===== src/verilog/mdsl_pkg.sv =====
// package: constants, types and option tables for the mode decode and setting latch
// Behaviour
// - enable high, mode high: automatic mode, boost or buck chosen from input level.
// - enable high, mode low: forced buck, output tied to input, store charged.
// - enable low, mode low: forced bypass, bypass closed, converters off.
// - enable low, mode high: true shutdown, load cut from input and backup.
// - automatic mode: input below boost target means boost from backup store.
// - automatic mode: input above target plus 0.1 V means follow input and charge.
// - forced buck: charging stops when store reaches termination level.
// - forced buck: charging restarts 75 mV below termination level.
// - each of three selectors resolves to one of sixteen options.
// - detection order: termination, then current, then boost target, after output nears input.
// - each selector steps from lowest option upward, one per 10 us tick.
// - after detection, all three results are latched and used thereafter.
// - selectors are not sampled again while operating.
// - toggling enable redoes detection at next start-up.
// - boost target options map 2.7 V to 5.4 V; open pin is highest.
// - termination options map 1.7 V to 5.4 V; open pin is highest.
// - current option 0 disables charging; open pin gives 600 mA.
// - enable low with mode high enters true shutdown.
package mdsl_pkg;

	localparam int unsigned CLK_HZ       = 25000000;
	localparam int unsigned TICK_NS      = 10000;
	localparam int unsigned TICK_CYC     = (TICK_NS * (CLK_HZ / 1000000)) / 1000;
	localparam int unsigned N_OPT        = 16;
	localparam logic [3:0]  OPT_RST      = 4'h0;
	localparam logic [3:0]  OPT_OPEN     = 4'hf;
	localparam logic [15:0] BYPASS_MV    = 16'h0064;
	localparam logic [15:0] RECHG_MV     = 16'h004b;

	typedef enum logic [1:0] {
		MDSL_BYPASS,
		MDSL_SHUTDOWN,
		MDSL_FBUCK,
		MDSL_AUTO
	} mdsl_mode_t;

	typedef enum logic [1:0] {
		MDSL_SEL_TERM,
		MDSL_SEL_CURR,
		MDSL_SEL_BOOST
	} mdsl_sel_t;

	typedef struct packed {
		logic [3:0] term;
		logic [3:0] curr;
		logic [3:0] boost;
	} mdsl_set_t;

	typedef struct packed {
		logic bypass_on;
		logic boost_on;
		logic buck_on;
		logic disconnect;
	} mdsl_ctl_t;

	// target levels in mV, index 0 lowest, 15 open pin
	localparam logic [15:0] BOOST_MV [N_OPT] = '{
		16'h0a8c, 16'h0bb8, 16'h0ce4, 16'h0d48, 16'h0d7a, 16'h0dac, 16'h0e10, 16'h0e74,
		16'h0ed8, 16'h0fa0, 16'h1068, 16'h1194, 16'h12c0, 16'h1388, 16'h1450, 16'h1518};
	localparam logic [15:0] TERM_MV [N_OPT] = '{
		16'h06a4, 16'h07d0, 16'h0898, 16'h09c4, 16'h0a28, 16'h0a8c, 16'h0e10, 16'h0e42,
		16'h0e74, 16'h1004, 16'h1036, 16'h1068, 16'h1324, 16'h1388, 16'h13ec, 16'h1518};
	// charge current in 0.1 mA units
	localparam logic [15:0] CURR_DMA [N_OPT] = '{
		16'h0000, 16'h0019, 16'h0032, 16'h0064, 16'h00fa, 16'h01f4, 16'h02ee, 16'h03e8,
		16'h05dc, 16'h07d0, 16'h09c4, 16'h0bb8, 16'h0dac, 16'h0fa0, 16'h1388, 16'h1770};

endpackage


===== src/verilog/mdsl_top.sv =====
// top: mode decode, selector detection sequencer and charge hysteresis
`timescale 1ns/100ps
module mdsl_top (
	input  wire logic              mclk,
	input  wire logic              rstn,
	input  wire logic              enable_pin,
	input  wire logic              mode_pin,
	input  wire logic              out_near_in,
	input  wire logic              sel_match,
	input  wire logic [15:0]       vin_mv,
	input  wire logic [15:0]       vsup_mv,
	input  wire logic              apb_psel,
	input  wire logic              apb_penable,
	input  wire logic              apb_pwrite,
	input  wire logic [7:0]        apb_paddr,
	input  wire logic [31:0]       apb_pwdata,
	output logic [31:0]            apb_prdata,
	output logic                   apb_pready,
	output logic                   apb_pslverr,
	output mdsl_pkg::mdsl_sel_t    probe_sel,
	output logic [3:0]             probe_opt,
	output logic                   probe_active,
	output mdsl_pkg::mdsl_ctl_t    ctl,
	output logic [15:0]            charge_termination_level,
	output logic [15:0]            charge_current_level,
	output logic [15:0]            boost_target_level
);

	localparam logic [7:0] A_STAT = 8'h00;
	localparam logic [7:0] A_SET  = 8'h04;
	localparam logic [7:0] A_CTRL = 8'h08;

	////////////////////////////////////////////////////////////////////////////
	typedef enum logic [1:0] {ST_IDLE, ST_WAIT, ST_PROBE, ST_DONE} st_t;

	st_t                 st_r, st_nxt;
	mdsl_pkg::mdsl_sel_t sel_r, sel_nxt;
	logic [3:0]          opt_r, opt_nxt;
	logic [15:0]         tick_r, tick_nxt;
	mdsl_pkg::mdsl_set_t set_r, set_nxt;
	logic                chg_r, chg_nxt;
	logic                ovr_r, ovr_nxt;
	logic                en_d_r;
	logic                tick;
	mdsl_pkg::mdsl_mode_t mode;

	assign tick = (tick_r == 16'(mdsl_pkg::TICK_CYC - 1));

	always_comb begin
		unique case ({enable_pin, mode_pin})
			2'b11:   mode = mdsl_pkg::MDSL_AUTO;
			2'b10:   mode = mdsl_pkg::MDSL_FBUCK;
			2'b00:   mode = mdsl_pkg::MDSL_BYPASS;
			default: mode = mdsl_pkg::MDSL_SHUTDOWN;
		endcase
	end

	always_comb begin
		st_nxt   = st_r;
		sel_nxt  = sel_r;
		opt_nxt  = opt_r;
		tick_nxt = tick_r;
		set_nxt  = set_r;
		if (!enable_pin) begin
			// drop results so the next start-up detects afresh
			st_nxt   = ST_IDLE;
			set_nxt  = '{mdsl_pkg::OPT_RST, mdsl_pkg::OPT_RST, mdsl_pkg::OPT_RST};
			tick_nxt = '0;
		end else begin
			unique case (st_r)
				ST_IDLE: st_nxt = ST_WAIT;
				ST_WAIT: begin
					if (out_near_in) begin
						st_nxt   = ST_PROBE;
						sel_nxt  = mdsl_pkg::MDSL_SEL_TERM;
						opt_nxt  = mdsl_pkg::OPT_RST;
						tick_nxt = '0;
					end
				end
				ST_PROBE: begin
					tick_nxt = tick ? 16'h0000 : tick_r + 16'h0001;
					if (tick) begin
						// open pin never matches below top, so 15 is forced there
						if (sel_match || opt_r == mdsl_pkg::OPT_OPEN) begin
							unique case (sel_r)
								mdsl_pkg::MDSL_SEL_TERM: begin
									set_nxt.term = opt_r;
									sel_nxt      = mdsl_pkg::MDSL_SEL_CURR;
								end
								mdsl_pkg::MDSL_SEL_CURR: begin
									set_nxt.curr = opt_r;
									sel_nxt      = mdsl_pkg::MDSL_SEL_BOOST;
								end
								default: begin
									set_nxt.boost = opt_r;
									st_nxt        = ST_DONE;
								end
							endcase
							opt_nxt = mdsl_pkg::OPT_RST;
						end else begin
							opt_nxt = opt_r + 4'h1;
						end
					end
				end
				ST_DONE: st_nxt = ST_DONE;
			endcase
		end
	end

	always_ff @(posedge mclk or negedge rstn) begin
		if (!rstn) begin
			st_r   <= ST_IDLE;
			sel_r  <= mdsl_pkg::MDSL_SEL_TERM;
			opt_r  <= mdsl_pkg::OPT_RST;
			tick_r <= 16'h0000;
			set_r  <= '{mdsl_pkg::OPT_RST, mdsl_pkg::OPT_RST, mdsl_pkg::OPT_RST};
		end else begin
			st_r   <= st_nxt;
			sel_r  <= sel_nxt;
			opt_r  <= opt_nxt;
			tick_r <= tick_nxt;
			set_r  <= set_nxt;
		end
	end

	////////////////////////////////////////////////////////////////////////////
	logic [15:0] tgt_mv, term_mv;
	logic        done;
	logic [16:0] tgt_hi;

	assign done    = (st_r == ST_DONE);
	assign tgt_mv  = mdsl_pkg::BOOST_MV[set_r.boost];
	assign term_mv = mdsl_pkg::TERM_MV[set_r.term];
	assign tgt_hi  = {1'b0, tgt_mv} + {1'b0, mdsl_pkg::BYPASS_MV};

	always_comb begin
		chg_nxt = chg_r;
		if (mode != mdsl_pkg::MDSL_FBUCK || !done)
			chg_nxt = 1'b1;
		else if (vsup_mv >= term_mv)
			chg_nxt = 1'b0;
		else if ({1'b0, vsup_mv} + {1'b0, mdsl_pkg::RECHG_MV} <= {1'b0, term_mv})
			chg_nxt = 1'b1;
	end

	always_ff @(posedge mclk or negedge rstn) begin
		if (!rstn) begin
			chg_r  <= 1'b1;
			en_d_r <= 1'b0;
			ovr_r  <= 1'b0;
		end else begin
			chg_r  <= chg_nxt;
			en_d_r <= enable_pin;
			ovr_r  <= ovr_nxt;
		end
	end

	// buck only runs with a nonzero current option
	always_comb begin
		ctl = '0;
		unique case (mode)
			mdsl_pkg::MDSL_BYPASS:   ctl.bypass_on = 1'b1;
			mdsl_pkg::MDSL_SHUTDOWN: ctl.disconnect = 1'b1;
			mdsl_pkg::MDSL_FBUCK: begin
				ctl.bypass_on = 1'b1;
				ctl.buck_on   = done && chg_r && set_r.curr != 4'h0;
			end
			mdsl_pkg::MDSL_AUTO: begin
				if (done && {1'b0, vin_mv} < {1'b0, tgt_mv})
					ctl.boost_on = 1'b1;
				else if (done && {1'b0, vin_mv} >= tgt_hi) begin
					ctl.bypass_on = 1'b1;
					ctl.buck_on   = set_r.curr != 4'h0;
				end else
					ctl.bypass_on = 1'b1;
			end
		endcase
	end

	always_ff @(posedge mclk or negedge rstn) begin
		if (!rstn) begin
			charge_termination_level <= 16'h0000;
			charge_current_level     <= 16'h0000;
			boost_target_level       <= 16'h0000;
		end else begin
			charge_termination_level <= done ? term_mv : 16'h0000;
			charge_current_level     <= done ? mdsl_pkg::CURR_DMA[set_r.curr] : 16'h0000;
			boost_target_level       <= done ? tgt_mv : 16'h0000;
		end
	end

	assign probe_sel    = sel_r;
	assign probe_opt    = opt_r;
	assign probe_active = (st_r == ST_PROBE);

	////////////////////////////////////////////////////////////////////////////
	// apb: zero wait; unmapped gives pslverr
	logic acc;
	logic mapped;

	assign acc         = apb_psel && apb_penable;
	assign mapped      = apb_paddr == A_STAT || apb_paddr == A_SET || apb_paddr == A_CTRL;
	assign apb_pready  = 1'b1;
	assign apb_pslverr = acc && !mapped;

	// ctrl bit0: clear sticky enable-drop flag
	always_comb begin
		ovr_nxt = ovr_r;
		if (acc && apb_pwrite && apb_paddr == A_CTRL && apb_pwdata[0])
			ovr_nxt = 1'b0;
		if (en_d_r && !enable_pin)
			ovr_nxt = 1'b1;
	end

	always_comb begin
		apb_prdata = 32'h00000000;
		if (acc && !apb_pwrite) begin
			unique case (apb_paddr)
				A_STAT:  apb_prdata = {22'h000000, ovr_r, chg_r, mode, st_r, ctl};
				A_SET:   apb_prdata = {20'h00000, set_r};
				default: apb_prdata = 32'h00000000;
			endcase
		end
	end

endmodule


===== config.mk =====
export PLATFORM = sky130hd
export DESIGN_NAME = mdsl_top
export DESIGN_NICKNAME = d
export VERILOG_FILES = /design/src/verilog/mdsl_pkg.sv /design/src/verilog/mdsl_top.sv
export SDC_FILE = /design/constraint.sdc
export NUM_CORES = 1
export LEC_CHECK = 0
export BUFFER_PORTS_ARGS = -buffer_cell sky130_fd_sc_hd__buf_2
export CORE_ASPECT_RATIO = 0.5
export CORE_MARGIN = 2
export CORE_UTILIZATION = 45
export CTS_BUF_LIST = sky130_fd_sc_hd__clkbuf_2
export DETAILED_ROUTE_END_ITERATION = 7
export PLACE_DENSITY = 0.82
export SYNTH_ARGS = -nofsm -noshare
export SYNTH_HDL_FRONTEND = slang
export SYNTH_SLANG_ARGS = --single-unit

===== constraint.sdc =====
create_clock -name mclk -period 4.75 [get_ports mclk]
set_input_delay 0.95 -clock mclk [delete_from_list [all_inputs] [get_ports mclk]]
set_output_delay 0.95 -clock mclk [all_outputs]
set_load 0.02 [all_outputs]

**Word-level counts from Yosys, hierarchy flattened**

Memories as Yosys holds them, arrays and structs flattened.
Index checks and enable logic that the tools add are counted.

- Register bits: 87
- Bits in read-only memories: 768
- Input port bits: 81
- Memories kept: 3

Memories:

| memory | depth | width | rd ports | clocked after memory_dff | write ports | line | RTL |
|---|---|---|---|---|---|---|---|
| (name not given) | 16 | 16 | 1 | 0 | 0 | mdsl_top.sv:187 | `charge_current_level <= done ? mdsl_pkg::CURR_DMA[set_r.curr] : 16'h0000;` |
| (name not given) | 16 | 16 | 1 | 0 | 0 | mdsl_top.sv:133 | `assign term_mv = mdsl_pkg::TERM_MV[set_r.term];` |
| (name not given) | 16 | 16 | 1 | 0 | 0 | mdsl_top.sv:132 | `assign tgt_mv = mdsl_pkg::BOOST_MV[set_r.boost];` |

- Add/subtract/negate cells: 4
- Magnitude comparators: 7
- Equal/unequal tests: 29
- Mux-type cells: 51
- Bitwise logic cells: 3
- Reduce and logical (&&, ||, !) cells: 37

Operators with widths:

| cell | number |
|---|---|
| $mux W16 | 12 |
| $mux W12 | 5 |
| $add A16 B7 Y17 const B | 2 |
| $pmux W16 S2 | 1 |
| $mux W4 | 6 |
| $pmux W12 S2 | 1 |
| $reduce_and A4 Y1 | 5 |
| $ge A16 B17 Y1 | 1 |
| $le A17 B16 Y1 | 1 |
| $add A16 B1 Y16 const B | 1 |
| $eq A16 B8 Y1 const B | 1 |
| $ge A16 B16 Y1 | 1 |
| $lt A16 B16 Y1 | 1 |
| $mux W2 | 8 |
| $ge A5 B5 Y1 const B | 3 |
| $not A4 Y5 | 3 |
| $ne A2 B1 Y1 const B | 7 |
| $eq A2 B2 Y1 const B | 6 |
| $logic_and A1 B1 Y1 | 11 |
| $mux W1 | 11 |
| $eq A8 B3 Y1 const B | 1 |
| $eq A8 B4 Y1 const B | 1 |
| $logic_not A2 Y1 | 4 |
| $logic_not A8 Y1 | 1 |
| other kinds (20) | 37 |

**Longest topological paths before layout**

- Depth in word-level cells: 12
- Gate-level depth with buffers: 17

**Least setup slack after synthesis**

OpenSTA, ideal clock, no wires.

- Path kind: register to output
- Start: register set_r[1] (netlist bit)
- End: output port apb_prdata[1]
- Data arrival time: 3,312 ps
- Required time: 3,800 ps
- Path slack: 488 ps
- Stages on the path, launching flop included: 16
- Path buffers: 1
- Path through: dfrtp_1 clkbuf_1 inv_1 ha_1 inv_1 mux4_2 nand2_1 a21oi_1 nor3b_2 xnor2_1 ha_1 a21o_1 a31oi_1 nand4_1 a311oi_1 o31ai_1

- Word-level cells in the longest chain between the ends: 12
- Elaborated cells on any way between the ends: 14
- Those cells by class: 1 x add/sub; 2 x order compare; 7 x mux; 1 x bitwise; 2 x reduce/logical; 1 x memory

Ends and longest elaborated chain:

| item | line | RTL |
|---|---|---|
| start: declaration | mdsl_top.sv:40 | `mdsl_pkg::mdsl_set_t set_r, set_nxt;` |
| start signal: assignment | mdsl_top.sv:116 | `set_r <= '{mdsl_pkg::OPT_RST, mdsl_pkg::OPT_RST, mdsl_pkg::OPT_RST};` |
| start signal: assignment | mdsl_top.sv:122 | `set_r <= set_nxt;` |
| $not A4 Y5 (implied by the code) | mdsl_top.sv:132 |  |
| $mem_v2 Z16 W16 | -- |  |
| $mux W16 (implied by the code) (2 in a row) | mdsl_top.sv:132 |  |
| $add A16 B7 Y17 | mdsl_top.sv:134 | `assign tgt_hi = {1'b0, tgt_mv} + {1'b0, mdsl_pkg::BYPASS_MV};` |
| $ge A16 B17 Y1 | mdsl_top.sv:171 | `else if (done && {1'b0, vin_mv} >= tgt_hi) begin` |
| $logic_and A1 B1 Y1 | mdsl_top.sv:171 |  |
| $mux W1 | mdsl_top.sv:171 |  |
| $mux W1 | mdsl_top.sv:169 | `if (done && {1'b0, vin_mv} < {1'b0, tgt_mv})` |
| $pmux W1 S2 | mdsl_top.sv:161 | `unique case (mode)` |
| $pmux W12 S2 (*) | mdsl_top.sv:218 | `unique case (apb_paddr)` |
| $mux W12 (*) | mdsl_top.sv:217 | `if (acc && !apb_pwrite) begin` |
| end: declaration | mdsl_top.sv:17 | `output logic [31:0] apb_prdata,` |

Mark *: on every way between the ends. The rest lies on a longest branch, timed or not. The select of a mux whose other input is x is not followed.

**Final worst setup path**

Same ends and word-level chain as after synthesis.

==> flow_metrics.py <==
metrics = {
    "run_status": {
        "outcome": "complete, but fails checks",
        "failed_checks": "negative setup slack",
    },
    "die": {
        "floorplan.die.width_um": 166,
        "row_count": 29,
        "initial_core_util_pct": 46.4,
        "die-area_sq_mm": 0.0141,
        "floorplan.io_pins": 174,
        "core_region_area_sq_mm": 0.0127,
        "die_height_um": 85.1,
    },
    "power_and_ir_drop": {
        "power_mw": 1.51,
        "power.leakage_nw": 3.44,
        "pwr_density_cell_mw_per_mm2": 217,
        "vdd_ir_drop_max_mv": 0.111,
    },
    "worst_setup_path": {
        "worst_ep_arrival_time_ns": 3.90,
        "r2r_path_end": "chg_r",
        "crit_path_max_incr_delay_ns": 0.52,
        "regToRegSetupSlack_ns": 1.78,
        "r2r_start": "set_r[9]",
        "crit_path_top_delay_cell": "mux4_2",
        "path_cells": "inv_4 > ha_4 > inv_1 > mux4_2 > nand2_2 > a21oi_2 > nor3b_4 > xnor2_1 > ha_1 > a21o_1 > a31oi_2 > nand4_1 > a311oi_2 > buf_4 > o31ai_2 > buf_4",
        "crit_start_category": "flop",
        "worst-path-max-fanout": 4,
        "critPathCaptureType": "output port",
        "r2r.worst_path.cells": 11,
        "required_time_at_the_endpoint_of_the_critical_path_ns": 3.80,
        "worst_path_most_repeated_cell": "buf_4",
        "timing.setup.critical_path_class": "reg2out",
    },
    "place": {
        "place_congestion": 0.917,
        "place.port_buffers": 110,
        "place_hpwl_mm": 10.6,
    },
    "yosys": {
        "ys_ff_latch": 76,
        "post_synth_inst_count": 677,
        "netlist_top_cells_area": "dfrtp_1 (32%), ha_1 (16%), o21ai_0 (4.6%)",
        "synth-edff-count": 0,
        "synth_top_area_share_pct": 31.7,
        "synth_cell_type_count": 71,
        "ys.warnings.count": 0,
        "synth-seq-area-share_pct": 32.2,
        "syn-cell-area_sq_mm": 0.00591,
        "synth-async-reset-ratio_pct": 100,
        "synth_largest_area_cell": "dfrtp_1",
        "synth_top_flop_cell": "dfrtp_1",
        "postSynthAreaPerCell_sq_um": 8.73,
    },
    "clocking": {
        "clkTransAtPathRegs_ns": 0.21,
        "insertion_delay_ns": 0.55,
        "tritoncts_buffer_count": 9,
        "cts_hold_repair.buffers": 0,
        "cts_htree_levels": 3,
        "cts-root-to-sink-buffers": 2,
        "cts_tree": "yes",
        "cts.sinks": 76,
        "cts.root.buffer_cell": "clkbuf_2",
    },
    "final_layout": {
        "diodes": 0,
        "finish.net_count": 959,
        "final_common_cell": "buf_2",
        "fill_cells": 1153,
        "area.growth.synth_to_final_pct": 17.1,
        "drive_gt1_share_pct": 26.0,
        "final_cell_mix": "buf_2 (104), dfrtp_1 (72), ha_1 (69)",
    },
    "global_routing": {
        "grt_pass1_vias": 4827,
        "grt_overflow_total": 0,
        "globalRouteTotalUtil_pct": 19.8,
        "maximum_number_of_pins_on_one_net_before_global_route_repair": 77,
        "grt_first_pass_wirelength_mm": 23.1,
        "grt_antenna_before_repair": 0,
    },
    "min_path": {
        "holdCritPathClass": "in2async",
    },
    "timing": {
        "timing.final.ws_setup_ns": -0.0955,
        "setup_viol_count_final": 4,
        "finalWorstPathRequiredPeriod_ns": 4.85,
        "worst_slew_pin_slew_ns": 1.17,
        "rsz0062_at_grt": "true",
        "final_max_tran_viols": 0,
        "final_min_period_over_clock_period_pct": 102,
        "finalSetupTns_ns": -0.209,
        "fmax_mhz": 206,
        "skew_ns": 0.0223,
        "final_hold_viol_count": 0,
        "hold-worst-slack_ns": 0.500,
        "timing.max_slew.rel_slack_pct": 22.1,
    },
    "drt": {
        "via_count": 5285,
        "firstDrtPassIters": 5,
        "number_of_design_rule_violations_left_after_detail_routing": 0,
        "drt_wl_total_mm": 14.5,
        "final_antenna_net_count": 0,
        "viasPerCell": 5.40,
        "drt_iter0_markers": 360,
        "wl_per_cell_um": 14.8,
    },
    "job": {
        "max_cap_violations": 0,
    },
}
==> report_power, final <==
group | switching, mW | internal (mW)
combinational | 0.286 | 0.214
sequential | 0.0365 | 0.667
clock | 0.234 | 0.0692
==> worst max-delay path: cells and delay by family (launching register included) <==
kind	cells	cell delay [ns]
buffers and inverters	4	0.43
multiplexers	1	0.52
flip-flops	1	0.47
AO/OA/AOI/OAI	5	0.70
AND/OR/NAND/NOR	3	0.44
XOR/XNOR	1	0.22
adder cells (fa/ha/maj)	2	0.55
==> area by class of cell <==
| cell class | instances | area (sq um) | share of cell area, % |
|---|---|---|---|
| flip-flops and latches | 76 | 1910 | 27.5 |
| inverters | 35 | 134 | 1.93 |
| repair buffers | 141 | 813 | 11.7 |
| clock inverters | 5 | 28.8 | 0.415 |
| multi-input cells | 541 | 3780 | 54.5 |
| well taps | 170 | 213 | 3.07 |
| clock buffers | 11 | 55.1 | 0.795 |
==> how the worst max path moves through the flow <==
stage | startpoint | cells after the start | endpoint
global route | set_r[0] | 16 | apb_prdata[1]
floorplan | set_r[1] | 15 | apb_prdata[1]
global placement | set_r[1] | 16 | apb_prdata[1]
CTS | set_r[1] | 16 | apb_prdata[1]
detailed placement | set_r[1] | 17 | apb_prdata[1]
finish | set_r[1] | 16 | apb_prdata[1]
==> synth_stat cells, types with 6 or more instances <==
cell / n
xor2_1: 13
buf_4: 33
o21ai_0: 54
clkbuf_1: 16
a21oi_1: 31
nand3_1: 17
ha_1: 74
a22oi_1: 7
dfrtp_1: 75
nand2_1: 63
and2_1: 11
nor2b_1: 11
a31oi_1: 6
mux2_2: 6
nand2b_1: 10
nor2_1: 64
o21a_1: 8
and3_1: 16
nor3_1: 14
inv_1: 35
xnor2_1: 11
nand4_1: 11
==> state kept, by name, indices dropped and copies added, names as in the netlist <==
register and flops:
st_r 2, tick_r 16, charge_current_level 13, boost_target_level 12, chg_r 1, ovr_r 1, set_r 12, probe_sel 2
en_d_r 1, charge_termination_level 12, probe_opt 4
==> metal layers <==
layer	vias up	track usage [%]	wire length (um)
met1	2534	25.4	6530
met3	17	4.90	833
li1	2574	-	-
met4	0	5.53	167
met5	-	0	0
met2	160	33.8	6970
==> logic make-up (layout without fill, tap and decap cells) <==
group | Yosys count | count (layout) | synth area share (%)
AO/OA/AOI/OAI | 149 | 149 | 16.3
other | 2 | 33 | 0.127
multiplexers | 12 | 12 | 2.45
adder cells (fa/ha/maj) | 75 | 75 | 15.8
XOR/XNOR | 24 | 24 | 3.55
AND/OR/NAND/NOR | 248 | 248 | 21.4
flip-flops | 76 | 76 | 32.2
buffers and inverters | 91 | 192 | 8.23
==> stage by stage <==
stage	instances	area, sq um	utilization [%]	setup slack, ns
detailed placement	937	6480	50.9	0.180
global route	979	6930	54.4	-0.244
global placement	937	6480	50.9	0.337
finish	979	6930	54.4	-0.0955
CTS	967	6750	53.0	-0.0686
floorplan	708	6030	-	0.488
==> what timing repair did <==
item / CTS / global route
pin swaps: 13 / 10
setup endpoints to repair: 5 / 6
setup buffers: 14 / 12
resized for setup: 25 / 19
endpoints found under the hold margin: 0 / 0
gates cloned: 0 / 0
Power figures use the tool's default switching activity.
